===== src/logic/cpub_consts.svh =====
// constants of the cpu local bus master: codes, reset values, timing
`ifndef CPUB_CONSTS_SVH
`define CPUB_CONSTS_SVH

// cycle type {code_intack, memio, status1_n, status0_n}
`define CPUB_CODE_INTACK   4'h0
`define CPUB_CODE_HALT     4'h4
`define CPUB_CODE_MEMRD    4'h5
`define CPUB_CODE_MEMWR    4'h6
`define CPUB_CODE_IORD     4'h9
`define CPUB_CODE_IOWR     4'ha
`define CPUB_CODE_FETCH    4'hd
`define CPUB_CODE_IDLE     4'hf

// field positions
`define CPUB_ADDR_A1       1
`define CPUB_ADDR_A0       0
`define CPUB_IO_HI_MSB     23
`define CPUB_IO_HI_LSB     16
`define CPUB_LANE_UBE      1
`define CPUB_LANE_A0       0

// reset values
`define CPUB_RST_ADDR      24'h000000
`define CPUB_RST_DATA      16'h0000
`define CPUB_RST_SYNC16    16'h0000

// last system clock of a processor cycle
`define CPUB_PHASE_LAST    1'h1
`define CPUB_PHASE_FIRST   1'h0

`endif


===== src/logic/cpub_pkg.sv =====
// types of the cpu local bus master
package cpub_pkg;

  typedef enum logic [4:0] {
    CPUB_IDLE  = 5'h01,
    CPUB_STAT  = 5'h02,
    CPUB_CMD   = 5'h04,
    CPUB_FLOAT = 5'h08,
    CPUB_GRANT = 5'h10
  } cpub_state_t;

  typedef enum logic [2:0] {
    CPUB_K_INTACK   = 3'h0,
    CPUB_K_MEMRD    = 3'h1,
    CPUB_K_MEMWR    = 3'h2,
    CPUB_K_IORD     = 3'h3,
    CPUB_K_IOWR     = 3'h4,
    CPUB_K_FETCH    = 3'h5,
    CPUB_K_HALT     = 3'h6,
    CPUB_K_SHUTDOWN = 3'h7
  } cpub_kind_t;

  // coded as {upper_byte_enable_n, addr_bit0}
  typedef enum logic [1:0] {
    CPUB_L_WORD  = 2'h0,
    CPUB_L_UPPER = 2'h1,
    CPUB_L_LOWER = 2'h2
  } cpub_lane_t;

  typedef struct packed {
    logic phase;
    logic proc_clk;
  } cpub_div_t;

  typedef struct packed {
    cpub_state_t st;
    logic        req_ready;
    logic        done;
    logic [15:0] rdata;
    logic [23:0] addr;
    logic        ube_n;
    logic        stat1_n;
    logic        stat0_n;
    logic        mio;
    logic        cod;
    logic [15:0] dout;
    logic        bus_oe_n;
    logic        data_oe_n;
    logic        drive;
    logic        ack;
    logic        is_read;
    logic        hold_m;
    logic        hold_s;
    logic        rdy_m;
    logic        rdy_s;
    logic [15:0] din_m;
    logic [15:0] din_s;
  } cpub_master_t;

endpackage


===== src/logic/cpub_clkdiv.sv =====
// divide-by-two processor clock with reset-aligned phase
module cpub_clkdiv
  import cpub_pkg::*;
(
  // clock and reset
  input  wire logic clk,
  input  wire logic reset_n,
  // processor clock
  output wire logic proc_clk,
  output wire logic phase_end
);
`include "cpub_consts.svh"

  cpub_div_t s;
  cpub_div_t next_s;

  always_comb
  begin
    next_s = s;
    next_s.phase = ~s.phase;
    next_s.proc_clk = s.phase;
  end

  // held at the first phase while reset is low, so release aligns it
  always_ff @(posedge clk)
  begin
    if (!reset_n)
    begin
      s.phase <= `CPUB_PHASE_FIRST;
      s.proc_clk <= 1'b0;
    end
    else
    begin
      s <= next_s;
    end
  end

  assign proc_clk = s.proc_clk;
  assign phase_end = (s.phase == `CPUB_PHASE_LAST);

endmodule


===== src/logic/cpub_master.sv =====
// local bus master: cycle status, address, byte lanes, data, bus hold
module cpub_master
  import cpub_pkg::*;
(
  // clock and reset
  input  wire logic        clk,
  input  wire logic        reset_n,
  // processor clock
  output wire logic        proc_clk,
  // user request
  input  wire logic        req_valid,
  input  wire logic [2:0]  req_kind,
  input  wire logic [1:0]  req_lanes,
  input  wire logic [23:0] req_addr,
  input  wire logic [15:0] req_wdata,
  output wire logic        req_ready,
  output wire logic        req_done,
  output wire logic [15:0] req_rdata,
  // address and control pins
  output wire logic [23:0] addr_out,
  output wire logic        upper_byte_enable_n,
  output wire logic        cycle_status1_n,
  output wire logic        cycle_status0_n,
  output wire logic        memio_select,
  output wire logic        code_intack_select,
  output wire logic        bus_oe_n,
  // data pins
  input  wire logic [15:0] data_in,
  output wire logic [15:0] data_out,
  output wire logic        data_oe_n,
  // ready and bus hold
  input  wire logic        bus_ready_n,
  input  wire logic        bus_hold_req,
  output wire logic        bus_grant_ack
);
`include "cpub_consts.svh"

  localparam cpub_master_t CPUB_RESET = '{
    st:        CPUB_IDLE,
    req_ready: 1'b0,
    done:      1'b0,
    rdata:     `CPUB_RST_DATA,
    addr:      `CPUB_RST_ADDR,
    ube_n:     1'b1,
    stat1_n:   1'b1,
    stat0_n:   1'b1,
    mio:       1'b1,
    cod:       1'b1,
    dout:      `CPUB_RST_DATA,
    bus_oe_n:  1'b0,
    data_oe_n: 1'b1,
    drive:     1'b0,
    ack:       1'b0,
    is_read:   1'b0,
    hold_m:    1'b0,
    hold_s:    1'b0,
    rdy_m:     1'b1,
    rdy_s:     1'b1,
    din_m:     `CPUB_RST_SYNC16,
    din_s:     `CPUB_RST_SYNC16
  };

  cpub_master_t s;
  cpub_master_t next_s;
  logic         phase_end;
  logic [3:0]   code;

  cpub_clkdiv u_clkdiv (
    .clk       (clk),
    .reset_n   (reset_n),
    .proc_clk  (proc_clk),
    .phase_end (phase_end)
  );

  // {code_intack, memio, status1_n, status0_n}; only legal codes exist
  function automatic logic [3:0] cycle_code(input logic [2:0] kind);
    logic [3:0] c;
    c = `CPUB_CODE_IDLE;
    unique case (kind)
      CPUB_K_INTACK:   c = `CPUB_CODE_INTACK;
      CPUB_K_MEMRD:    c = `CPUB_CODE_MEMRD;
      CPUB_K_MEMWR:    c = `CPUB_CODE_MEMWR;
      CPUB_K_IORD:     c = `CPUB_CODE_IORD;
      CPUB_K_IOWR:     c = `CPUB_CODE_IOWR;
      CPUB_K_FETCH:    c = `CPUB_CODE_FETCH;
      CPUB_K_HALT:     c = `CPUB_CODE_HALT;
      CPUB_K_SHUTDOWN: c = `CPUB_CODE_HALT;
    endcase
    return c;
  endfunction

  function automatic logic is_io(input logic [2:0] kind);
    return (kind == CPUB_K_IORD) || (kind == CPUB_K_IOWR);
  endfunction

  function automatic logic is_rd(input logic [2:0] kind);
    return (kind == CPUB_K_INTACK) || (kind == CPUB_K_MEMRD) ||
           (kind == CPUB_K_IORD) || (kind == CPUB_K_FETCH);
  endfunction

  function automatic logic is_wr(input logic [2:0] kind);
    return (kind == CPUB_K_MEMWR) || (kind == CPUB_K_IOWR);
  endfunction

  always_comb
  begin
    next_s = s;
    code = cycle_code(req_kind);
    next_s.done = 1'b0;
    // pins from outside: two flops before any use
    next_s.hold_m = bus_hold_req;
    next_s.hold_s = s.hold_m;
    next_s.rdy_m = bus_ready_n;
    next_s.rdy_s = s.rdy_m;
    // data synchronised alongside ready so both stay aligned
    next_s.din_m = data_in;
    next_s.din_s = s.din_m;
    unique case (s.st)
      CPUB_IDLE:
      begin
        if (phase_end)
        begin
          // a taken request outranks a hold request arriving with it
          if (s.req_ready && req_valid)
          begin
            next_s.addr = req_addr;
            if (is_io(req_kind))
            begin
              next_s.addr[`CPUB_IO_HI_MSB:`CPUB_IO_HI_LSB] = 8'h00;
            end
            if (req_kind == CPUB_K_HALT)
            begin
              next_s.addr[`CPUB_ADDR_A1] = 1'b1;
            end
            if (req_kind == CPUB_K_SHUTDOWN)
            begin
              next_s.addr[`CPUB_ADDR_A1] = 1'b0;
            end
            // the reserved both-high lane pair falls back to a word
            if (req_lanes == 2'h3)
            begin
              next_s.addr[`CPUB_ADDR_A0] = 1'b0;
              next_s.ube_n = 1'b0;
            end
            else
            begin
              next_s.addr[`CPUB_ADDR_A0] = req_lanes[`CPUB_LANE_A0];
              next_s.ube_n = req_lanes[`CPUB_LANE_UBE];
            end
            next_s.cod = code[3];
            next_s.mio = code[2];
            next_s.stat1_n = code[1];
            next_s.stat0_n = code[0];
            next_s.dout = req_wdata;
            next_s.is_read = is_rd(req_kind);
            next_s.drive = is_wr(req_kind);
            next_s.st = CPUB_STAT;
          end
          else if (s.hold_s)
          begin
            next_s.bus_oe_n = 1'b1;
            next_s.data_oe_n = 1'b1;
            next_s.st = CPUB_FLOAT;
          end
        end
      end
      CPUB_STAT:
      begin
        if (phase_end)
        begin
          next_s.stat1_n = 1'b1;
          next_s.stat0_n = 1'b1;
          next_s.data_oe_n = ~s.drive;
          next_s.st = CPUB_CMD;
        end
      end
      CPUB_CMD:
      begin
        // no wait-state limit: the cycle stretches until ready
        if (phase_end && !s.rdy_s)
        begin
          next_s.done = 1'b1;
          if (s.is_read)
          begin
            next_s.rdata = s.din_s;
          end
          next_s.data_oe_n = 1'b1;
          next_s.st = CPUB_IDLE;
        end
      end
      CPUB_FLOAT:
      begin
        // drivers already off for a whole processor cycle
        if (phase_end)
        begin
          next_s.ack = 1'b1;
          next_s.st = CPUB_GRANT;
        end
      end
      CPUB_GRANT:
      begin
        // ready is not looked at here, so it is ignored while held
        if (phase_end && !s.hold_s)
        begin
          next_s.ack = 1'b0;
          next_s.bus_oe_n = 1'b0;
          next_s.st = CPUB_IDLE;
        end
      end
    endcase
    // ready is offered only in the last clock of an idle cycle
    next_s.req_ready = (next_s.st == CPUB_IDLE) && !phase_end &&
                       !s.hold_s;
  end

  always_ff @(posedge clk)
  begin
    if (!reset_n)
    begin
      s <= CPUB_RESET;
    end
    else
    begin
      s <= next_s;
    end
  end

  assign req_ready           = s.req_ready;
  assign req_done            = s.done;
  assign req_rdata           = s.rdata;
  assign addr_out            = s.addr;
  assign upper_byte_enable_n = s.ube_n;
  assign cycle_status1_n     = s.stat1_n;
  assign cycle_status0_n     = s.stat0_n;
  assign memio_select        = s.mio;
  assign code_intack_select  = s.cod;
  assign bus_oe_n            = s.bus_oe_n;
  assign data_out            = s.dout;
  assign data_oe_n           = s.data_oe_n;
  assign bus_grant_ack       = s.ack;

endmodule


===== config.mk =====
export PLATFORM = sky130hd
export DESIGN_NAME = cpub_master
export DESIGN_NICKNAME = d
export VERILOG_FILES = /design/src/logic/cpub_pkg.sv /design/src/logic/cpub_clkdiv.sv /design/src/logic/cpub_master.sv
export VERILOG_INCLUDE_DIRS = /design/src /design/src/logic
export SDC_FILE = /design/constraint.sdc
export NUM_CORES = 1
export LEC_CHECK = 0
export ABC_AREA = 1
export CAP_MARGIN = 30
export CORE_UTILIZATION = 63
export DETAILED_ROUTE_END_ITERATION = 7
export DONT_BUFFER_PORTS = 1
export PLACE_DENSITY = 0.79
export SLEW_MARGIN = 20
export SYNTH_ARGS = -nofsm -noshare
export SYNTH_HDL_FRONTEND = slang
export SYNTH_SLANG_ARGS = --single-unit

===== constraint.sdc =====
create_clock -name clk -period 4.15 [get_ports clk]
set_input_delay 0.83 -clock clk [delete_from_list [all_inputs] [get_ports clk]]
set_output_delay 0.83 -clock clk [all_outputs]
set_load 0.005 [all_outputs]

# Word level (Yosys, flattened, before mapping)

Memory sizes are Yosys's and may differ from the RTL's.
Cells that the tools add are included.

Bits in registers: 111
ROM bits: 32
Output and inout port bits: 67
Memories kept: 1

Eq/ne operators: 22
Muxes and demuxes: 28
Bitwise operators: 2
Reduce and logical (&&, ||, !) cells: 25

Memory list:

| memory          | depth | bits a word | rd ports | clocked after memory_dff | wr ports | line              | text |
|---|---|---|---|---|---|---|---|
| (no name shown) | 8     | 4           | 1        | 0                        | 0        | cpub_master.sv:79 | `unique case (kind)` |

Operators by type and width:

| operator           | count |
|---|---|
| $mux 5             | 7 |
| $pmux 5 s5         | 1 |
| $mux 23            | 1 |
| $mux 20            | 1 |
| $mux 17            | 1 |
| $mux 16            | 1 |
| $eq 3x3->1 const B | 4 |
| $eq 5x1->1 const B | 2 |
| $ne 2x2->1 const B | 5 |
| $reduce_and 3->1   | 3 |
| $mux 2             | 4 |
| $mux 8             | 1 |
| $mux 1             | 7 |
| $eq 3x2->1 const B | 2 |
| $ne 2x1->1 const B | 3 |
| $reduce_and 6->1   | 1 |
| $reduce_bool 2->1  | 3 |
| $eq 5x2->1 const B | 1 |
| $eq 5x3->1 const B | 1 |
| $eq 5x4->1 const B | 1 |
| $eq 5x5->1 const B | 1 |
| $logic_and 1x1->1  | 5 |
| $logic_or 1x1->1   | 5 |
| $reduce_and 5->1   | 1 |
| other kinds (11)   | 15 |

# Logic depth before layout (Yosys ltp)

Gate-level depths: netlist of the first run.

Depth after elaboration: 7
Gate-level depth with buffers: 9
Mapped depth without buffers: 9

# Hierarchy

A second synthesis of the first run with hierarchy kept.

Cell total of the unflattened synthesis: 550
Area total of the unflattened synthesis: 4436.8 um^2

By module, submodules not included:

| module      | times used | cells each | area an instance (um^2) | seq. area each (um^2) |
|---|---|---|---|---|
| cpub_master | 1          | 544        | 4379.2                  | 2182.1 |
| cpub_clkdiv | 1          | 6          | 57.6                    | 40.0 |

# Worst setup path before layout of the first run

No wires, ideal clock.

Kind: input to register
From: input req_valid
To: register s, in the netlist memio_select
Library setup time: 0.135 ns
Arrival time: 1.703 ns
Data required time: 4.015 ns
Slack: 2.312 ns
Stages on the path: 9
Path buffers: 2
Cells stage by stage: nand2_1 inv_1 nand2_1 nor2_8 inv_2 buf_6 buf_6 nand2_1 o211ai_2

Word-level cells in the longest chain between the ends: 2

Ends and longest elaborated chain:

| element                           | line               | text |
|---|---|---|
| from (decl)                       | cpub_master.sv:11  | `input wire logic req_valid,` |
| $logic_and 1x1->1                 | cpub_master.sv:124 | `if (s.req_ready && req_valid)` |
| $reduce_and 3->1 (no source line) | --                 |  |
| to (signal assigned)              | cpub_master.sv:224 | `s <= next_s;` |
| to (decl)                         | cpub_master.sv:63  | `cpub_master_t s;` |

Every way passes these cells.
A chain may end at the register's enable or synchronous reset.

# Worst setup path after layout of the first run

From: register u_clkdiv.s, in the netlist u_clkdiv.phase_end
To: register s, in the netlist cycle_status1_n

Word-level cells in the longest chain between the ends: 2

Ends and longest elaborated chain:

| element                               | line              | text |
|---|---|---|
| from (decl)                           | cpub_clkdiv.sv:14 | `cpub_div_t s;` |
| from (signal assigned)                | cpub_clkdiv.sv:34 | `s <= next_s;` |
| $ne 2x1->1 (no source line)           | --                |  |
| $reduce_and 4->1 (no source line) (*) | --                |  |

Every way passes the cells marked *; elsewhere a longest branch is shown, timed or not.

==> results.ini, run 1 <==
[status]
status=completed

[placed_design]
port_buffers=0
dp_hpwl_um=5216
routabilityCongestion=0.8870
dp_cells=570

[synthesis]
synth_flop_cell=dfxtp_1
synth_mux_area_share_pct=0
synth_enable_flop_cells=0
synth.distinct_cells=29
synth-simple-area-share_pct=22.26
ys_seq_elements=111
yosysWarnings=0
synthAdderAreaFrac_pct=1.418
synth_async_sr_flop_share_pct=0
yosysTopAreaCell=dfxtp_1
synth_top_area_share_pct=50.37
synth_fp_nets=623
synth_commonest_cells=dfxtp_1 (111), nand2_1 (104), nor2_1 (89), buf_4 (58), inv_1 (47)
synth-xor-area-share_pct=0
ys_seq_area_share_pct=50.37
syn-mean-instance-area_um2=7.992
syn_area_um2=4412
synth_top_family_by_area=simple AND/OR/NAND/NOR gates
netlist_instances=552
synth_area_leaders=dfxtp_1 (50%), buf_4 (9.9%), nand2_1 (8.8%)
synth_compound_area_share_pct=9.132
synth.most_common_cell=dfxtp_1

[sta]
rsz0062_at_grt=false
skew_ps=14.51
tightest_slew_ps=621.5
finalHoldViolCount=0
max_freq_mhz=433.1
relSlewSlack_pct=58.51
period_minus_slack_ps=2309
period_share_pct=55.63
setup_violations=0
tns_ps=0
maxSlewViolCount=0

[power_and_ir_drop]
pwr_density_cell_nw_per_um2=439.1
power_leakage_nw=2.003
peakVddDrop_mv=0.2802

[setup_path]
end_kind=register
worstSetupPathType=register to register
startpoint_type=register
startpoint=u_clkdiv.phase_end
cp_max_fo=55
cp.arrival_ps=2570
r2r_start=u_clkdiv.phase_end
required_ps=4410

[drt]
drcViolationCount=0
firstDrtPassIters=5
drtIter0Drc=121
ant_nets=0
routed_via_density=5.099
wl_per_cell_um=13.18
routed-via-count=2988
wirelength_um=7725

[floorplanning]
die_y_um=85.68
num_io_pins=133
start_util_pct=64.94
chipWidth_um=85.68
core-area_um2=6794
core.rowCount=30
dieArea_um2=7341

[clocking]
cts_resized=0
ctsHoldBuffers=0
cts_max_path_buffers=2
h-tree-depth=3
root_buffer=clkbuf_8
clock_latency_ps=370
cts_sinks=111
cts_tree=built
postCtsSetupBuffers=0
path_clk_slew_ps=100
cts_made_buffers=9

[grt]
grt_start_max_net_pins=76
grtUsageTotal_pct=21.74
grt_busiest_layer=met2
use_met2_pct=37.89
grt_pass1_wl_um=12580
overflow=0
grt.met3_usage_pct=6.064
gr-usage-met1_pct=23.98
antenna_found_initial=0
grt_pass1_vias=2829

[flow_run]
cap_violations=0

[worst_hold_path]
holdCritPathClass=register to register
hold_start=next_s[1]

[cells_and_area]
utilization_pct=61.58
area_growth_pct=-5.162
n_antenna_cell=0
fin_nets=556
fin_cells=586
nFillCells=601
drive_above_1_share_pct=6.122

[where the power goes]
part | switching, W | internal (W)
clock network | 0.000378 | 0.000251
registers | 0.0000225 | 0.00110
logic | 0.0000523 | 0.0000303
[worst max-delay path, cell delays in order (launching register included)]
cell	delay, ps
dfxtp_1	560
nand2_1	320
nor2_8	570
inv_2	430
nor2_1	230
o21bai_1	90
[cell usage in the layout, fill, tap and decap left out, drive strengths merged]
| master | n |
|---|---|
| a21o | 1 |
| o21bai | 1 |
| clkbuf | 10 |
| a21oi | 23 |
| dfxtp | 111 |
| nand2 | 104 |
| o21ba | 1 |
| inv | 55 |
| nand3 | 23 |
| or2 | 3 |
| buf | 1 |
| nor3 | 2 |
| o211ai | 1 |
| nor4 | 1 |
| o21ai | 38 |
| nor2 | 93 |
| clkinv | 2 |
| nand4 | 7 |
| a211oi | 8 |
| ha | 5 |
[flip-flops by register name (all words and copies together), names as in the netlist]
register,flops
u_clkdiv.proc_clk,1
req_rdata,16
memio_select,1
data_oe_n,1
u_clkdiv.phase_end,1
cycle_status1_n,1
s,25
cycle_status0_n,1
code_intack_select,1
upper_byte_enable_n,1
req_done,1
bus_oe_n,1
next_s,18
bus_grant_ack,1
req_ready,1
data_out,16
addr_out,24
[worst paths after layout]
kind              cells after the start              end  slack, ps
setup / recovery                      5  cycle_status1_n       1840
hold / removal                        2             s[1]        420
setup reg to reg                      5  cycle_status1_n       1840
hold reg to reg                       2             s[1]        420
[metrics by stage]
| stage | hold WS [ps] | setup slack [ps] | power, W | instance area, um^2 |
|---|---|---|---|---|
| 6_report | 419.5 | 1841 | 0.001837 | 4184 |
| 2_1_floorplan | 390.5 | 2312 | 0.001241 | 4412 |
| 3_3_place_gp | 392.1 | 1514 | 0.001228 | 3989 |
| 3_5_place_dp | 398.1 | 1503 | 0.001233 | 3989 |
| 4_1_cts | 420.8 | 1787 | 0.001853 | 4184 |
| 5_1_grt | 437.9 | 1564 | 0.001913 | 4184 |
[cell families after synthesis]
family	after synthesis
and+or+nand+nor	233
adders and majority gates	5
DFF	111
buffers and inverters	130
AOI/OAI and AO/OA	73
[per-layer routing]
layer | up-vias | part of all wire [%]
met5 | - | 0
li1 | 1539 | -
met2 | 99 | 50
met4 | 0 | 2.4
met1 | 1332 | 42
met3 | 18 | 6.1
[final cells by class]
cell class,instances,area [um^2],area share (%)
inverter,51,191.4,4.575
clock inverter,6,57.56,1.376
tap,96,120.1,2.871
clock buffer,10,137.6,3.289
sequential,111,2222,53.11
timing repair buffer,1,7.507,0.1794
multi-input combinational,311,1448,34.60
(Power assumes the default switching activity.)
==> run 2, diff against run 1 <==
--- a/config.mk
+++ b/config.mk
@@ -8,10 +8,10 @@
 export LEC_CHECK = 0
 export ABC_AREA = 1
 export CAP_MARGIN = 30
-export CORE_UTILIZATION = 63
+export CORE_UTILIZATION = 62
 export DETAILED_ROUTE_END_ITERATION = 7
 export DONT_BUFFER_PORTS = 1
-export PLACE_DENSITY = 0.79
+export PLACE_DENSITY = 0.78
 export SLEW_MARGIN = 20
 export SYNTH_ARGS = -nofsm -noshare
 export SYNTH_HDL_FRONTEND = slang
==> constraint.sdc (replaced) <==
create_clock -name clk -period 2.25 [get_ports clk]
set_input_delay 0.45 -clock clk [delete_from_list [all_inputs] [get_ports clk]]
set_output_delay 0.45 -clock clk [all_outputs]
set_load 0.005 [all_outputs]
==> run 2 against run 1 <==
Effect of this change:
- register-to-register slack worse by 1300 ps
- non-clock buffer count increased by 3
- sequential share of layout area is 0.22 points lower
- largest cell class unchanged
- cell count rose by 0.51%
- flip-flop and latch count unchanged
- worst setup slack lost 1300 ps
- first-iteration DRC count up 2.5%
- clock skew up 0.90 ps
- sequential power increased by 84%
- maximum frequency increased by 33%
- total power rose by 83%
- core utilization down 0.082 points
==> results.ini, run 2 (synthesis results as in run 1) <==
[status]
status=completed  ; unchanged

[clocking]
postCtsSetupBuffers=0  ; unchanged
ctsHoldBuffers=0  ; unchanged
path_clk_slew_ps=110  ; was 100 ps
cts_made_buffers=9  ; unchanged
cts_tree=built  ; unchanged
clock_latency_ps=360  ; was 370 ps
root_buffer=clkbuf_8  ; unchanged
cts_sinks=111  ; unchanged
cts_max_path_buffers=2  ; unchanged
cts_resized=0  ; unchanged
h-tree-depth=3  ; unchanged

[cells_and_area]
regMostFlops=s  ; unchanged
drive_above_1_share_pct=6.491  ; was 6.122%
largest_reg_flops=25  ; unchanged
mostFrequentLayoutCell=dfxtp_1  ; unchanged
fin_nets=559  ; was 556
nFillCells=637  ; was 601
n_antenna_cell=0  ; unchanged
area_growth_pct=-4.765  ; was -5.162%
mostFrequentLayoutCells=dfxtp_1 (111), nand2_1 (104), nor2_1 (89)  ; unchanged

[sta]
max_freq_mhz=574.0  ; was 433.1 MHz
maxSlewViolCount=0  ; unchanged
tns_ps=0  ; unchanged
period_share_pct=77.43  ; was 55.63%
relSlewSlack_pct=59.55  ; was 58.51%
rsz0062_at_grt=false  ; unchanged
setup_violations=0  ; unchanged
tightest_slew_ps=605.9  ; was 621.5 ps
period_minus_slack_ps=1742  ; was 2309 ps
finalHoldViolCount=0  ; unchanged
fin_ws_ps=507.9  ; was 1841 ps
skew_ps=15.42  ; was 14.51 ps

[setup_path]
reg2regPathDepth=8  ; was 5
end_kind=register  ; unchanged
worstSetupPathType=register to register  ; unchanged
cp_common_cell=nand2_1
slowest_stage=nor2_4  ; was nor2_8
r2r_start=s[107]  ; was u_clkdiv.phase_end
cp.arrival_ps=1990  ; was 2570 ps
cp_max_fo=17  ; was 55
required_ps=2490  ; was 4410 ps
r2r_end=req_rdata[8]  ; was cycle_status1_n
crit_end=req_rdata[8]  ; was cycle_status1_n
critical_path_buf_inv_count=2  ; was 1
startpoint_type=register  ; unchanged
critPathMaxStageDelay_ps=370  ; was 570 ps
reg2reg_slack_ps=510  ; was 1840 ps
path_depth=8  ; was 5
crit_family=simple AND/OR/NAND/NOR gates  ; unchanged
startpoint=s[107]  ; was u_clkdiv.phase_end
path_cells=inv_1, nand2_1, nor2_1, nand2_1, nor2_4, inv_2, nand2_1, a21oi_1  ; was nand2_1, nor2_8, inv_2, nor2_1, o21bai_1

[floorplanning]
core-area_um2=6832  ; was 6794 um^2
start_util_pct=64.58  ; was 64.94%
num_io_pins=133  ; unchanged
dieArea_um2=7457  ; was 7341 um^2
chipWidth_um=86.36  ; was 85.68 um
core.rowCount=30  ; unchanged
die_y_um=86.36  ; was 85.68 um

[drt]
routed-via-count=2975  ; was 2988
routed_via_density=5.051  ; was 5.099
ant_nets=0  ; unchanged
drcViolationCount=0  ; unchanged
drtIter0Drc=124  ; was 121
wirelength_um=7679  ; was 7725 um
wl_per_cell_um=13.04  ; was 13.18 um
firstDrtPassIters=5  ; unchanged

[grt]
grt_pass1_vias=2768  ; was 2829
grt_start_max_net_pins=76  ; unchanged
grt_pass1_wl_um=12470  ; was 12580 um
antenna_found_initial=0  ; unchanged
gr-usage-met1_pct=25.17  ; was 23.98%
grt_busiest_layer=met2  ; unchanged
grtUsageTotal_pct=21.35  ; was 21.74%
use_met2_pct=35.43  ; was 37.89%
overflow=0  ; unchanged
grt.met3_usage_pct=6.952  ; was 6.064%

[placed_design]
place_ws_ps=410.1  ; was 1503 ps
dp_hpwl_um=5332  ; was 5216 um
routabilityCongestion=0.8452  ; was 0.8870
port_buffers=0  ; unchanged

[worst_hold_path]
min_path_cells=1  ; was 2
holdCritPathClass=input pin to register  ; was register to register

[flow_run]
cap_violations=0  ; unchanged

[power_and_ir_drop]
peakVddDrop_mv=0.4378  ; was 0.2802 mV
pwr_density_cell_nw_per_um2=798.1  ; was 439.1 nW/um^2
power_leakage_nw=2.014  ; was 2.003 nW

run 2: cell count changes in the layout (fill, tap and decap cells not counted), sizes merged:
cell,change
clkinv,+1
inv,-1
buf,+3
run 2: cell type report:
type	count	area, um^2	area share (%)
clock inverters	6	62.56	1.489
well taps	96	120.1	2.859
repair buffers	4	30.03	0.7147
multi-input cells	311	1448	34.46
inverters	51	191.4	4.556
clock buffers	10	127.6	3.038
flip-flops and latches	111	2222	52.89
run 2: worst min-delay path by stage:
stage	from	end	slack [ps]
floorplan	next_s[0]	s[0]	390
global placement	next_s[8]	s[8]	390
detailed placement	next_s[15]	s[15]	400
CTS	reset_n	memio_select	140
global route	reset_n	memio_select	150
finish	reset_n	memio_select	170
run 2: worst reg2reg max path: cells and delay by family (launching register included):
family	cells	cell delay, ps
AO/OA/AOI/OAI	1	80
AND/OR/NAND/NOR	5	860
flip-flops	1	360
buffers and inverters	2	330
run 2: layer usage:
layer | up-vias | routed length (um)
met4 | 0 | 174
met2 | 103 | 3675
met5 | - | 0
met1 | 1320 | 3230
li1 | 1538 | -
met3 | 14 | 599
run 2: per-stage QoR:
stage | utilization, % | instance area [um^2] | hold slack, ps | instances | total power (W)
finish | 61.50 | 4202 | 167.5 | 589 | 0.003353
global route | 61.50 | 4202 | 148.3 | 589 | 0.003494
CTS | 61.50 | 4202 | 144.0 | 589 | 0.003385
detailed placement | 58.72 | 4011 | 396.6 | 573 | 0.002277
global placement | 58.72 | 4011 | 392.2 | 573 | 0.002269
floorplan | - | 4412 | 390.5 | 552 | 0.002289
run 2: report_power, final:
| part | total, W | internal [W] | switching (W) |
|---|---|---|---|
| Sequential | 0.00208 | 0.00203 | 0.0000408 |
| Clock | 0.00112 | 0.000435 | 0.000688 |
| Combinational | 0.000155 | 0.0000582 | 0.0000966 |
| Total | 0.00335 | 0.00253 | 0.000825 |
